[src/design/bwt_pkg.sv]
// Constants, types and register map of the bridge waveform timer.
package bwt_pkg;
  localparam int CNT_W = 12;
  localparam logic [3:0] OFS_CTRL1 = 4'h0;
  localparam logic [3:0] OFS_CTRL2 = 4'h1;
  localparam logic [3:0] OFS_CTRL3 = 4'h2;
  localparam logic [3:0] OFS_DLYCTL = 4'h3;
  localparam logic [3:0] OFS_DLYVAL = 4'h4;
  localparam logic [3:0] OFS_EVCTL = 4'h5;
  localparam logic [3:0] OFS_CMP0 = 4'h6;
  localparam logic [3:0] OFS_STATUS = 4'ha;
  localparam logic [3:0] OFS_CAP_A = 4'hb;
  localparam logic [3:0] OFS_CAP_B = 4'hc;
  localparam logic [3:0] OFS_COUNT = 4'hd;
  localparam int F_EN = 0;
  localparam int F_SRC = 1;
  localparam int F_CPRE = 3;
  localparam int F_SPRE = 5;
  localparam int F_SEL_C = 0;
  localparam int F_SEL_D = 1;
  localparam int F_CAP = 2;
  localparam int F_BLANK = 8;
  localparam int F_ASYNC = 10;
  localparam int F_CAPEV = 12;
  localparam int F_RDY = 3;
  localparam logic [1:0] SHAPE_ONE = 2'h0;
  localparam logic [1:0] SHAPE_TWO = 2'h1;
  localparam logic [1:0] SHAPE_FOUR = 2'h2;
  localparam logic [1:0] SHAPE_DUAL = 2'h3;
  localparam logic [15:0] REG_RST = 16'h0000;
  localparam logic [11:0] CMP_RST = 12'h000;
  typedef enum logic [3:0] {ST_DTA = 4'h1, ST_OTA = 4'h2, ST_DTB = 4'h4, ST_OTB = 4'h8} bwt_state_t;
  typedef struct packed {logic wave_out_a; logic wave_out_b; logic wave_out_c; logic wave_out_d;} bwt_wave_t;
  typedef struct packed {logic cmp_a; logic cmp_b; logic ovf; logic delayed;} bwt_evt_t;
  typedef struct packed {logic kill_all; logic kill_own; logic restart; logic jump; logic latch; logic hold;} bwt_act_t;
endpackage

[src/design/bwt_core.sv]
// Bridge waveform timer: register port, prescalers, counting core, inputs and outputs.
//
// Decided for this implementation: the register offsets and the address-and-strobe port.
`timescale 1ns/10ps
`default_nettype none
module bwt_core (
  input wire logic clk,
  input wire logic sys_rst,
  input wire logic ce,
  input wire logic [3:0] addr,
  input wire logic [15:0] wr_data,
  input wire logic wr_en,
  input wire logic rd_en,
  output logic [15:0] rd_data,
  input wire logic [2:0] count_src_tick,
  input wire logic [1:0] event_in,
  output var bwt_pkg::bwt_wave_t wave,
  output var bwt_pkg::bwt_evt_t evt
);
  logic [6:0] ctrl1_reg;
  logic [1:0] ctrl2_reg;
  logic [1:0] ctrl3_reg;
  logic [1:0] dly_ctrl_reg;
  logic [7:0] dly_val_reg;
  logic [15:0] evctl_reg;
  logic [11:0] cmp_sh_reg [4];
  logic [11:0] cmp_act_reg [4];
  logic [11:0] cap_reg [2];
  logic [2:0] flag_reg;
  logic [11:0] cnt_reg;
  logic [11:0] end_val;
  bwt_pkg::bwt_state_t st_reg;
  bwt_pkg::bwt_state_t st_d_reg;
  bwt_pkg::bwt_state_t st_next;
  logic down_reg;
  logic en_meta_reg;
  logic en_sync_reg;
  logic latch_reg;
  logic a_reg;
  logic b_reg;
  logic c_reg;
  logic d_reg;
  logic [3:0] src_vec;
  logic src_tick;
  logic [2:0] pre_in;
  logic [2:0] pre_out;
  logic [1:0] pre_sel [3];
  logic cnt_tick;
  logic dly_tick;
  logic [1:0] ev_ok;
  logic [1:0] ev_prev_reg;
  logic [1:0] ev_rise;
  logic [1:0] blank_start;
  logic [1:0] blank_done;
  bwt_pkg::bwt_act_t act [2];
  logic hold_any;
  logic jump_any;
  logic run_tick;
  logic match;
  logic cycle_end;
  logic a_raw;
  logic b_raw;
  logic kill_a;
  logic kill_b;
  logic async_kill;
  logic [1:0] shape;
  logic wr_static;

  assign shape = ctrl2_reg;
  assign wr_static = wr_en && !ctrl1_reg[bwt_pkg::F_EN];

  // Shape, counter prescale and event setup are static: they are locked while the timer runs.
  always_ff @(posedge clk or posedge sys_rst)
  begin
    if (sys_rst)
    begin
      ctrl1_reg <= bwt_pkg::REG_RST[6:0];
      ctrl2_reg <= bwt_pkg::REG_RST[1:0];
      ctrl3_reg <= bwt_pkg::REG_RST[1:0];
      evctl_reg <= bwt_pkg::REG_RST;
      dly_ctrl_reg <= bwt_pkg::REG_RST[1:0];
      dly_val_reg <= bwt_pkg::REG_RST[7:0];
    end
    else if (ce)
    begin
      if (wr_en && addr == bwt_pkg::OFS_CTRL1)
      begin
        ctrl1_reg[bwt_pkg::F_EN] <= wr_data[bwt_pkg::F_EN];
        if (!ctrl1_reg[bwt_pkg::F_EN])
          ctrl1_reg[6:1] <= wr_data[6:1];
      end
      if (wr_static && addr == bwt_pkg::OFS_CTRL2)
        ctrl2_reg <= wr_data[1:0];
      if (wr_static && addr == bwt_pkg::OFS_CTRL3)
        ctrl3_reg <= wr_data[1:0];
      if (wr_static && addr == bwt_pkg::OFS_EVCTL)
        evctl_reg <= wr_data;
      // Delay prescale lives apart from the counter prescale.
      if (wr_en && addr == bwt_pkg::OFS_DLYCTL)
        dly_ctrl_reg <= wr_data[1:0];
      if (wr_en && addr == bwt_pkg::OFS_DLYVAL)
        dly_val_reg <= wr_data[7:0];
    end
  end

  // Compare values are double buffered so a running cycle never sees a torn pair.
  always_ff @(posedge clk or posedge sys_rst)
  begin
    if (sys_rst)
    begin
      for (int k = 0; k < 4; k++)
      begin
        cmp_sh_reg[k] <= bwt_pkg::CMP_RST;
        cmp_act_reg[k] <= bwt_pkg::CMP_RST;
      end
    end
    else if (ce)
    begin
      for (int k = 0; k < 4; k++)
      begin
        if (wr_en && addr == bwt_pkg::OFS_CMP0 + 4'(k))
          cmp_sh_reg[k] <= wr_data[11:0];
        if (!en_sync_reg || cycle_end)
          cmp_act_reg[k] <= cmp_sh_reg[k];
      end
    end
  end

  // Enable passes two flops before the core acts on it.
  always_ff @(posedge clk or posedge sys_rst)
  begin
    if (sys_rst)
    begin
      en_meta_reg <= 1'b0;
      en_sync_reg <= 1'b0;
    end
    else if (ce)
    begin
      en_meta_reg <= ctrl1_reg[bwt_pkg::F_EN];
      en_sync_reg <= en_meta_reg;
    end
  end

  // Four sources: the system clock and three external count ticks.
  assign src_vec = {count_src_tick, 1'b1};
  assign src_tick = src_vec[ctrl1_reg[bwt_pkg::F_SRC +: 2]];
  assign pre_in = {src_tick, pre_out[0], src_tick};
  assign pre_sel[0] = ctrl1_reg[bwt_pkg::F_SPRE +: 2];
  assign pre_sel[1] = ctrl1_reg[bwt_pkg::F_CPRE +: 2];
  assign pre_sel[2] = dly_ctrl_reg;

  // Count prescaler runs on the sync prescaler output, so factors multiply.
  for (genvar i = 0; i < 3; i++)
  begin : g_pre
    logic [2:0] pc_reg;
    logic [2:0] mask;
    assign mask = 3'((4'h1 << pre_sel[i]) - 4'h1);
    assign pre_out[i] = pre_in[i] && ((pc_reg & mask) == mask);
    always_ff @(posedge clk or posedge sys_rst)
    begin
      if (sys_rst)
        pc_reg <= 3'h0;
      else if (ce)
      begin
        if (!en_sync_reg)
          pc_reg <= 3'h0;
        else if (pre_in[i])
          pc_reg <= pc_reg + 3'h1;
      end
    end
  end
  assign cnt_tick = pre_out[1] && en_sync_reg;
  // Delay timing uses its own prescaler.
  assign dly_tick = pre_out[2] && en_sync_reg;

  function automatic bwt_pkg::bwt_act_t mode_act(input logic [3:0] m);
    bwt_pkg::bwt_act_t r;
    r = '0;
    case (m)
      4'h1: r.jump = 1'b1;
      4'h2: r.kill_all = 1'b1;
      4'h3: r.restart = 1'b1;
      4'h4: {r.kill_all, r.restart} = 2'h3;
      4'h5: r.kill_own = 1'b1;
      4'h6: r.latch = 1'b1;
      4'h7: r.hold = 1'b1;
      4'h8: {r.hold, r.kill_own} = 2'h3;
      4'h9: {r.jump, r.kill_own} = 2'h3;
      default: r = '0;
    endcase
    return r;
  endfunction

  assign blank_start[0] = st_reg == bwt_pkg::ST_OTA && st_d_reg != bwt_pkg::ST_OTA;
  assign blank_start[1] = st_reg == bwt_pkg::ST_OTB && st_d_reg != bwt_pkg::ST_OTB;

  for (genvar j = 0; j < 2; j++)
  begin : g_in
    logic [7:0] blank_reg;
    // Blanking window opens at the start of this channel's on time.
    assign ev_ok[j] = event_in[j] && (blank_reg == 8'h00 || !evctl_reg[bwt_pkg::F_BLANK + j]);
    assign ev_rise[j] = ev_ok[j] && !ev_prev_reg[j];
    assign blank_done[j] = blank_reg == 8'h01 && dly_tick;
    // Each channel decodes its own mode.
    assign act[j] = mode_act(evctl_reg[4 * j +: 4]);
    always_ff @(posedge clk or posedge sys_rst)
    begin
      if (sys_rst)
      begin
        blank_reg <= 8'h00;
        ev_prev_reg[j] <= 1'b0;
      end
      else if (ce)
      begin
        ev_prev_reg[j] <= ev_ok[j];
        if (!en_sync_reg)
          blank_reg <= 8'h00;
        else if (blank_start[j] && evctl_reg[bwt_pkg::F_BLANK + j])
          blank_reg <= dly_val_reg;
        else if (dly_tick && blank_reg != 8'h00)
          blank_reg <= blank_reg - 8'h01;
      end
    end
  end

  // Level actions follow the event; jumps fire on its rising edge.
  assign hold_any = (ev_ok[0] && act[0].hold) || (ev_ok[1] && act[1].hold);
  assign jump_any = (ev_rise[0] && (act[0].jump || act[0].restart))
    || (ev_rise[1] && (act[1].jump || act[1].restart));
  assign run_tick = cnt_tick && !hold_any && !jump_any;
  assign kill_a = (ev_ok[0] && (act[0].kill_all || act[0].kill_own))
    || (ev_ok[1] && act[1].kill_all) || latch_reg;
  assign kill_b = (ev_ok[1] && (act[1].kill_all || act[1].kill_own))
    || (ev_ok[0] && act[0].kill_all) || latch_reg;

  always_comb
  begin
    case (st_reg)
      bwt_pkg::ST_DTA: end_val = cmp_act_reg[0];
      bwt_pkg::ST_OTA: end_val = cmp_act_reg[1];
      bwt_pkg::ST_DTB: end_val = cmp_act_reg[2];
      bwt_pkg::ST_OTB: end_val = cmp_act_reg[3];
      default: end_val = cmp_act_reg[3];
    endcase
  end
  assign match = cnt_reg == end_val;
  // The four states rotate in a fixed order.
  assign st_next = bwt_pkg::bwt_state_t'({st_reg[2:0], st_reg[3]});
  assign cycle_end = run_tick && ((shape == bwt_pkg::SHAPE_ONE && cnt_reg == cmp_act_reg[3])
    || (shape == bwt_pkg::SHAPE_TWO && st_reg == bwt_pkg::ST_OTB && match)
    || (shape == bwt_pkg::SHAPE_FOUR && st_reg == bwt_pkg::ST_OTB && match)
    || (shape == bwt_pkg::SHAPE_DUAL && down_reg && cnt_reg == 12'h000));

  always_ff @(posedge clk or posedge sys_rst)
  begin
    if (sys_rst)
    begin
      cnt_reg <= 12'h000;
      st_reg <= bwt_pkg::ST_DTA;
      st_d_reg <= bwt_pkg::ST_DTA;
      down_reg <= 1'b0;
    end
    else if (ce)
    begin
      st_d_reg <= st_reg;
      // The core only moves on its own prescaled count enable.
      if (!en_sync_reg)
      begin
        cnt_reg <= 12'h000;
        st_reg <= bwt_pkg::ST_DTA;
        down_reg <= 1'b0;
      end
      else if (cnt_tick && jump_any)
      begin
        cnt_reg <= 12'h000;
        down_reg <= 1'b0;
        if (ev_rise[0] && act[0].jump)
          st_reg <= bwt_pkg::ST_DTB;
        else
          st_reg <= bwt_pkg::ST_DTA;
      end
      else if (run_tick)
      begin
        case (shape)
          bwt_pkg::SHAPE_ONE:
          begin
            // Only the clear value of unit B ends the ramp.
            if (cnt_reg == cmp_act_reg[3])
            begin
              cnt_reg <= 12'h000;
              st_reg <= bwt_pkg::ST_DTA;
            end
            else
            begin
              cnt_reg <= cnt_reg + 12'h001;
              if (match)
                st_reg <= st_next;
            end
          end
          bwt_pkg::SHAPE_TWO:
          begin
            // Ramps end on the clear values of A and B.
            if (match && (st_reg == bwt_pkg::ST_OTA || st_reg == bwt_pkg::ST_OTB))
              cnt_reg <= 12'h000;
            else
              cnt_reg <= cnt_reg + 12'h001;
            if (match)
              st_reg <= st_next;
          end
          bwt_pkg::SHAPE_FOUR:
          begin
            // Every state ends with a counter reset.
            if (match)
            begin
              cnt_reg <= 12'h000;
              st_reg <= st_next;
            end
            else
              cnt_reg <= cnt_reg + 12'h001;
          end
          default:
          begin
            // Turn at the top value, climb again at zero.
            if (!down_reg)
            begin
              if (cnt_reg >= cmp_act_reg[3])
              begin
                down_reg <= 1'b1;
                cnt_reg <= (cnt_reg == 12'h000) ? 12'h000 : cnt_reg - 12'h001;
                st_reg <= bwt_pkg::ST_DTB;
              end
              else
                cnt_reg <= cnt_reg + 12'h001;
            end
            else if (cnt_reg == 12'h000)
            begin
              down_reg <= 1'b0;
              cnt_reg <= 12'h001;
              st_reg <= bwt_pkg::ST_DTA;
            end
            else
              cnt_reg <= cnt_reg - 12'h001;
          end
        endcase
      end
    end
  end

  // On time follows its dead time; dual slope uses level compares.
  assign a_raw = (shape == bwt_pkg::SHAPE_DUAL) ? (cnt_reg < cmp_act_reg[0])
    : (st_reg == bwt_pkg::ST_OTA);
  assign b_raw = (shape == bwt_pkg::SHAPE_DUAL) ? (cnt_reg > cmp_act_reg[2])
    : (st_reg == bwt_pkg::ST_OTB);

  always_ff @(posedge clk or posedge sys_rst)
  begin
    if (sys_rst)
    begin
      a_reg <= 1'b0;
      b_reg <= 1'b0;
      c_reg <= 1'b0;
      d_reg <= 1'b0;
      latch_reg <= 1'b0;
    end
    else if (ce)
    begin
      a_reg <= en_sync_reg && a_raw && !kill_a;
      b_reg <= en_sync_reg && b_raw && !kill_b;
      // C and D copy the selected unit output.
      c_reg <= ctrl3_reg[bwt_pkg::F_SEL_C] ? b_reg : a_reg;
      d_reg <= ctrl3_reg[bwt_pkg::F_SEL_D] ? b_reg : a_reg;
      if (!en_sync_reg)
        latch_reg <= 1'b0;
      else if ((ev_ok[0] && act[0].latch) || (ev_ok[1] && act[1].latch))
        latch_reg <= 1'b1;
    end
  end

  // Fault path bypasses the flops so the stage goes off at once.
  assign async_kill = |(event_in & evctl_reg[bwt_pkg::F_ASYNC +: 2]);
  assign wave = '{wave_out_a: a_reg && !async_kill, wave_out_b: b_reg && !async_kill,
    wave_out_c: c_reg && !async_kill, wave_out_d: d_reg && !async_kill};

  // Software strobe or input event copies the counter.
  always_ff @(posedge clk or posedge sys_rst)
  begin
    if (sys_rst)
    begin
      cap_reg[0] <= 12'h000;
      cap_reg[1] <= 12'h000;
    end
    else if (ce)
    begin
      for (int k = 0; k < 2; k++)
      begin
        if ((wr_en && addr == bwt_pkg::OFS_CTRL3 && wr_data[bwt_pkg::F_CAP + k])
            || (ev_rise[k] && evctl_reg[bwt_pkg::F_CAPEV + k]))
          cap_reg[k] <= cnt_reg;
      end
    end
  end

  // Flags: a new event wins over a clear in the same cycle.
  always_ff @(posedge clk or posedge sys_rst)
  begin
    if (sys_rst)
    begin
      flag_reg <= 3'h0;
      evt <= '0;
    end
    else if (ce)
    begin
      // Overflow and compare events as pulses and sticky flags.
      evt.ovf <= cycle_end;
      evt.cmp_a <= cnt_tick && (cnt_reg == cmp_act_reg[0] || cnt_reg == cmp_act_reg[1]);
      evt.cmp_b <= cnt_tick && (cnt_reg == cmp_act_reg[2] || cnt_reg == cmp_act_reg[3]);
      evt.delayed <= |blank_done;
      flag_reg <= (flag_reg & ~((wr_en && addr == bwt_pkg::OFS_STATUS) ? wr_data[2:0] : 3'h0))
        | {evt.cmp_b, evt.cmp_a, evt.ovf};
    end
  end

  always_ff @(posedge clk or posedge sys_rst)
  begin
    if (sys_rst)
      rd_data <= bwt_pkg::REG_RST;
    else if (ce)
    begin
      rd_data <= bwt_pkg::REG_RST;
      if (rd_en)
      begin
        case (addr)
          bwt_pkg::OFS_CTRL1: rd_data <= {9'h000, ctrl1_reg};
          bwt_pkg::OFS_CTRL2: rd_data <= {14'h0000, ctrl2_reg};
          bwt_pkg::OFS_CTRL3: rd_data <= {14'h0000, ctrl3_reg};
          bwt_pkg::OFS_DLYCTL: rd_data <= {14'h0000, dly_ctrl_reg};
          bwt_pkg::OFS_DLYVAL: rd_data <= {8'h00, dly_val_reg};
          bwt_pkg::OFS_EVCTL: rd_data <= evctl_reg;
          bwt_pkg::OFS_CMP0: rd_data <= {4'h0, cmp_sh_reg[0]};
          bwt_pkg::OFS_CMP0 + 4'h1: rd_data <= {4'h0, cmp_sh_reg[1]};
          bwt_pkg::OFS_CMP0 + 4'h2: rd_data <= {4'h0, cmp_sh_reg[2]};
          bwt_pkg::OFS_CMP0 + 4'h3: rd_data <= {4'h0, cmp_sh_reg[3]};
          bwt_pkg::OFS_STATUS: rd_data <= {12'h000, en_sync_reg == ctrl1_reg[bwt_pkg::F_EN], flag_reg};
          bwt_pkg::OFS_CAP_A: rd_data <= {4'h0, cap_reg[0]};
          bwt_pkg::OFS_CAP_B: rd_data <= {4'h0, cap_reg[1]};
          bwt_pkg::OFS_COUNT: rd_data <= {4'h0, cnt_reg};
          default: rd_data <= bwt_pkg::REG_RST;
        endcase
      end
    end
  end

  a_enable_sync: assert property (@(posedge clk) disable iff (sys_rst)
    ($past(ce) && $past(ce, 2)) |-> en_sync_reg == $past(ctrl1_reg[bwt_pkg::F_EN], 2))
    else $error("enable did not cross in two cycles");
  a_one_ramp_wrap: assert property (@(posedge clk) disable iff (sys_rst)
    (ce && run_tick && shape == bwt_pkg::SHAPE_ONE && cnt_reg == cmp_act_reg[3])
    |=> cnt_reg == 12'h000 && st_reg == bwt_pkg::ST_DTA)
    else $error("one ramp did not wrap at top");
  a_two_ramp_mid: assert property (@(posedge clk) disable iff (sys_rst)
    (ce && run_tick && shape == bwt_pkg::SHAPE_TWO && match && st_reg == bwt_pkg::ST_OTA)
    |=> cnt_reg == 12'h000 && st_reg == bwt_pkg::ST_DTB)
    else $error("two ramp missed mid reset");
  a_four_ramp_step: assert property (@(posedge clk) disable iff (sys_rst)
    (ce && run_tick && shape == bwt_pkg::SHAPE_FOUR && match)
    |=> cnt_reg == 12'h000 && st_reg == $past(st_next))
    else $error("four ramp state did not reset");
  a_dual_turn: assert property (@(posedge clk) disable iff (sys_rst)
    (ce && run_tick && shape == bwt_pkg::SHAPE_DUAL && !down_reg
      && cnt_reg >= cmp_act_reg[3] && cnt_reg != 12'h000)
    |=> down_reg && cnt_reg == $past(cnt_reg) - 12'h001)
    else $error("dual slope did not turn");
  a_ovf_flag: assert property (@(posedge clk) disable iff (sys_rst)
    (ce && cycle_end) ##1 ce |=> flag_reg[0])
    else $error("overflow flag not set");
  a_async_kill: assert property (@(posedge clk) disable iff (sys_rst)
    (event_in[0] && evctl_reg[bwt_pkg::F_ASYNC]) |-> !wave.wave_out_a && !wave.wave_out_d)
    else $error("fault did not force outputs off");
  a_static_lock: assert property (@(posedge clk) disable iff (sys_rst)
    ($past(ctrl1_reg[bwt_pkg::F_EN]) && $past(ce)) |-> $stable(ctrl2_reg) && $stable(evctl_reg))
    else $error("static setup changed while running");
  a_capture_sw: assert property (@(posedge clk) disable iff (sys_rst)
    (ce && wr_en && addr == bwt_pkg::OFS_CTRL3 && wr_data[bwt_pkg::F_CAP])
    |=> cap_reg[0] == $past(cnt_reg))
    else $error("software capture lost");
endmodule
`default_nettype wire

[config.mk]
export PLATFORM = sky130hd
export DESIGN_NAME = bwt_core
export DESIGN_NICKNAME = d
export VERILOG_FILES = /design/src/design/bwt_pkg.sv /design/src/design/bwt_core.sv
export SDC_FILE = /design/constraint.sdc
export NUM_CORES = 1
export LEC_CHECK = 0
export BUFFER_PORTS_ARGS = -buffer_cell sky130_fd_sc_hd__buf_2
export CELL_PAD_IN_SITES_DETAIL_PLACEMENT = 1
export CELL_PAD_IN_SITES_GLOBAL_PLACEMENT = 1
export CORE_ASPECT_RATIO = 1.5
export CORE_UTILIZATION = 45
export DETAILED_ROUTE_END_ITERATION = 7
export GPL_TIMING_DRIVEN = 0
export PLACE_DENSITY = 0.74
export SLEW_MARGIN = 25
export SYNTH_ARGS = -nofsm -noshare
export SYNTH_HDL_FRONTEND = slang
export SYNTH_SLANG_ARGS = --single-unit
[constraint.sdc]
create_clock -name clk -period 6.62 [get_ports clk]
set_input_delay 0 -clock clk [delete_from_list [all_inputs] [get_ports clk]]
set_output_delay 0 -clock clk [all_outputs]
set_load 0.05 [all_outputs]
==> flow_summary.json <==
{
  "outcome": "complete, no violations",
  "drtIter0Drc": 731,
  "crit_chain": "and2b_1, o311ai_2, buf_2, a222oi_1, xnor2_1, nor4_2, nand3_2, a211oi_2, nand2b_1, o221ai_1",
  "worstMarginPinSlew_ns": 1.147,
  "drv_cap": 0,
  "tritoncts": "done",
  "slowest_stage": "a211oi_2",
  "grt_max_degree": 87,
  "synth_edf_count": 0,
  "fmax_ghz": 0.2323,
  "die_area_um2": 30240,
  "cts.clk_slew.worst_paths_ns": 0.07,
  "period_share": 0.6503,
  "setup_tns_ns": 0,
  "antennaDiodeCount": 0,
  "yosys-top-cells-area": "dfrtp_1 (44%), mux2_2 (12%), ha_1 (5.0%), a22o_1 (3.0%), o21ai_0 (2.4%)",
  "synthArstFlopShare": 1.000,
  "ir_worst_vdd_mv": 0.2338,
  "multiInputGateArea_um2": 6888,
  "clk_path_buf_depth": 3,
  "area_growth_pct": 14.87,
  "drive_gt1_frac": 0.2042,
  "dr_total_vias": 11210,
  "setup_viol": 0,
  "grt_overflow_total": 0,
  "cts_setup_buffers": 0,
  "yosys_warnings": 0,
  "fillCellCount": 3204,
  "regArea_um2": 5883,
  "rsz0062_at_grt": "no",
  "syn_area_um2": 13290,
  "place.gp.congestion": 0.9526,
  "start_util": 0.4598,
  "grt_pass1_vias": 12113,
  "numCtsBuffers": 24,
  "dpl-instance-area_um2": 14150,
  "die_w_um": 142.3,
  "grt_first_pass_wirelength_mm": 74.05,
  "synth_cells": 1268,
  "hold_viol": 0,
  "ys_types": 74,
  "slew_violations": 0,
  "hp-class": "input pin to flip-flop",
  "power_density_nw_per_um2": 326.3,
  "fin_nets": 1458,
  "crit_arrival_ns": 4.70,
  "dpl.cell_count": 1716,
  "num_rows": 76,
  "ctsHtreeMaxLevel": 1,
  "p_total_w": 0.004983,
  "numClockSinks": 235,
  "routedWlPerCell_um": 27.36,
  "yosysSeqAreaShare": 0.4426,
  "synth_top_area_cell": "dfrtp_1",
  "skew_ns": 0.02494,
  "startpoint_type": "flip-flop",
  "required_ns": 7.01,
  "vias_per_cell": 6.294,
  "fin_area_um2": 15270,
  "synth_ff_type": "dfrtp_1",
  "wirelength_mm": 48.73,
  "coreArea_um2": 28910,
  "die_height_um": 212.5,
  "antenna_left": 0,
  "synth-seq-cells": 235,
  "syn-num-nets": 1351,
  "io_pins": 54,
  "critPathKind": "flip-flop to flip-flop",
  "clockRootBuffer": "clkbuf_16",
  "path_max_fanout": 10,
  "leakagePower_nw": 6.938,
  "hpwl_mm": 36.93,
  "syn-mean-instance-area_um2": 10.48,
  "period_minus_slack_ns": 4.305,
  "max_stage_delay_ns": 0.70,
  "port_buffers": 53,
  "antenna_found_initial": 0,
  "final_cells": 1781,
  "track_usage": 0.3325,
  "slew_headroom": 0.2285,
  "synth_top_area_frac": 0.4387,
  "insertion_delay_ns": 0.55,
  "drc": 0,
  "endpoint_kind": "flip-flop",
  "firstDrtPassIters": 5
}
==> through the flow <==
| step | utilization | setup WS, ns | hold WS (ns) |
|---|---|---|---|
| after floorplan | - | 0.1770 | 0.1168 |
| after global placement | 0.4858 | -2.592 | 0.2394 |
| after detailed placement | 0.4894 | 2.372 | 0.1412 |
| after CTS | 0.5278 | 2.340 | 0.01663 |
| after global routing | 0.5282 | 2.173 | 0.05563 |
| final | 0.5282 | 2.315 | 0.02629 |
==> report_power, final <==
part           switching (W)  leakage (nW)  internal (W)
Sequential          0.000317          3.09       0.00170
Clock               0.000622         0.431      0.000921
Combinational       0.000819          3.41      0.000600
==> worst paths after layout <==
| path | startpoint | endpoint | slack (ns) | depth (start not counted) |
|---|---|---|---|---|
| worst max-delay path | st_reg[0]$_DFFE_PP1P_ | cnt_reg[2]$_DFFE_PP0P_ | 2.31 | 10 |
| worst min-delay path | event_in[0] | ev_prev_reg[0]$_DFFE_PP0P_ | 0.03 | 4 |
| worst max register to register | st_reg[0]$_DFFE_PP1P_ | cnt_reg[2]$_DFFE_PP0P_ | 2.31 | 10 |
| worst min register to register | rd_data[2]$_DFFE_PP0P_ | rd_data[2]$_DFFE_PP0P_ | 0.48 | 1 |
| max in group asynchronous | sys_rst | st_d_reg[0]$_DFFE_PP1P_ | 5.25 | 5 |
| min in group asynchronous | sys_rst | g_in[0].blank_reg[4]$_DFFE_PP0P_ | 0.12 | 3 |
==> worst max-delay path: cells and delay by family, from the launching register on <==
kind	cells	cell delay, ns
compound gates	4	1.68
simple gates	4	1.30
flops	1	0.55
buf+inv	1	0.36
xor+xnor	1	0.23
==> what timing repair did <==
| item | CTS | global route |
|---|---|---|
| gates resized for setup | 0 | 0 |
| endpoints found under the hold margin | 160 | 0 |
| hold buffers | 23 | 0 |
==> per-layer routing <==
layer,global-route usage,vias to the layer above,part of all wire
met5,0,-,0
met4,0.2362,0,0.075
met3,0.03604,154,0.032
met2,0.6068,336,0.53
met1,0.3544,5782,0.37
li1,-,4938,-
==> Yosys cell counts, types with 6 or more instances <==
cell and n:
and3_1 13, nand2b_1 10, and2_1 9, a22oi_1 35, nor2_1 69, mux2_2 136
buf_1 6, o21ai_0 64, nand2_1 81, mux2i_1 15, nand3_1 31, o211ai_1 7
a21o_1 18, xnor2_1 28, mux2_4 20, o221ai_1 8, dfrtp_1 233, nor4_1 11
nor3_1 36, ha_1 53, a221oi_1 16, a22o_1 45, clkbuf_1 61, o2bb2ai_1 7
buf_2 6, a222oi_1 14, a21oi_1 42, inv_1 64, o22ai_1 8, nor2b_1 9
nand4_1 17
==> layout by cell type, fill, tap and decap left out, types with 28 or more instances in the layout <==
cell      count
mux2_2      136
nand3_1      31
a22o_1       45
xnor2_1      28
nand2_1      81
nor2_1       69
clkbuf_1     62
ha_1         53
o21ai_0      64
buf_2        61
dfrtp_1     233
a21oi_1      42
inv_1        63
nor3_1       34
a22oi_1      35
==> cell type report <==
| cell class | count | area share |
|---|---|---|
| clock inverter | 13 | 0.01360 |
| sequential | 235 | 0.3853 |
| clock buffer | 29 | 0.04392 |
| inverter | 64 | 0.01623 |
| buffer | 76 | 0.02065 |
| tap | 390 | 0.03196 |
| multi-input combinational | 893 | 0.4511 |
| timing repair buffer | 81 | 0.03720 |
==> cells by family (layout without fill, tap and decap cells) <==
logic type      after synthesis  in the layout  synth area share
compound gates              318            318            0.1740
xor+xnor                     33             33           0.02175
fa+ha+maj                    53             53           0.04989
flops                       235            235            0.4426
simple gates                318            318            0.1209
mux                         171            171            0.1491
buf+inv                     140            263           0.04180
Note: power is estimated with default switching activity, not from simulation.
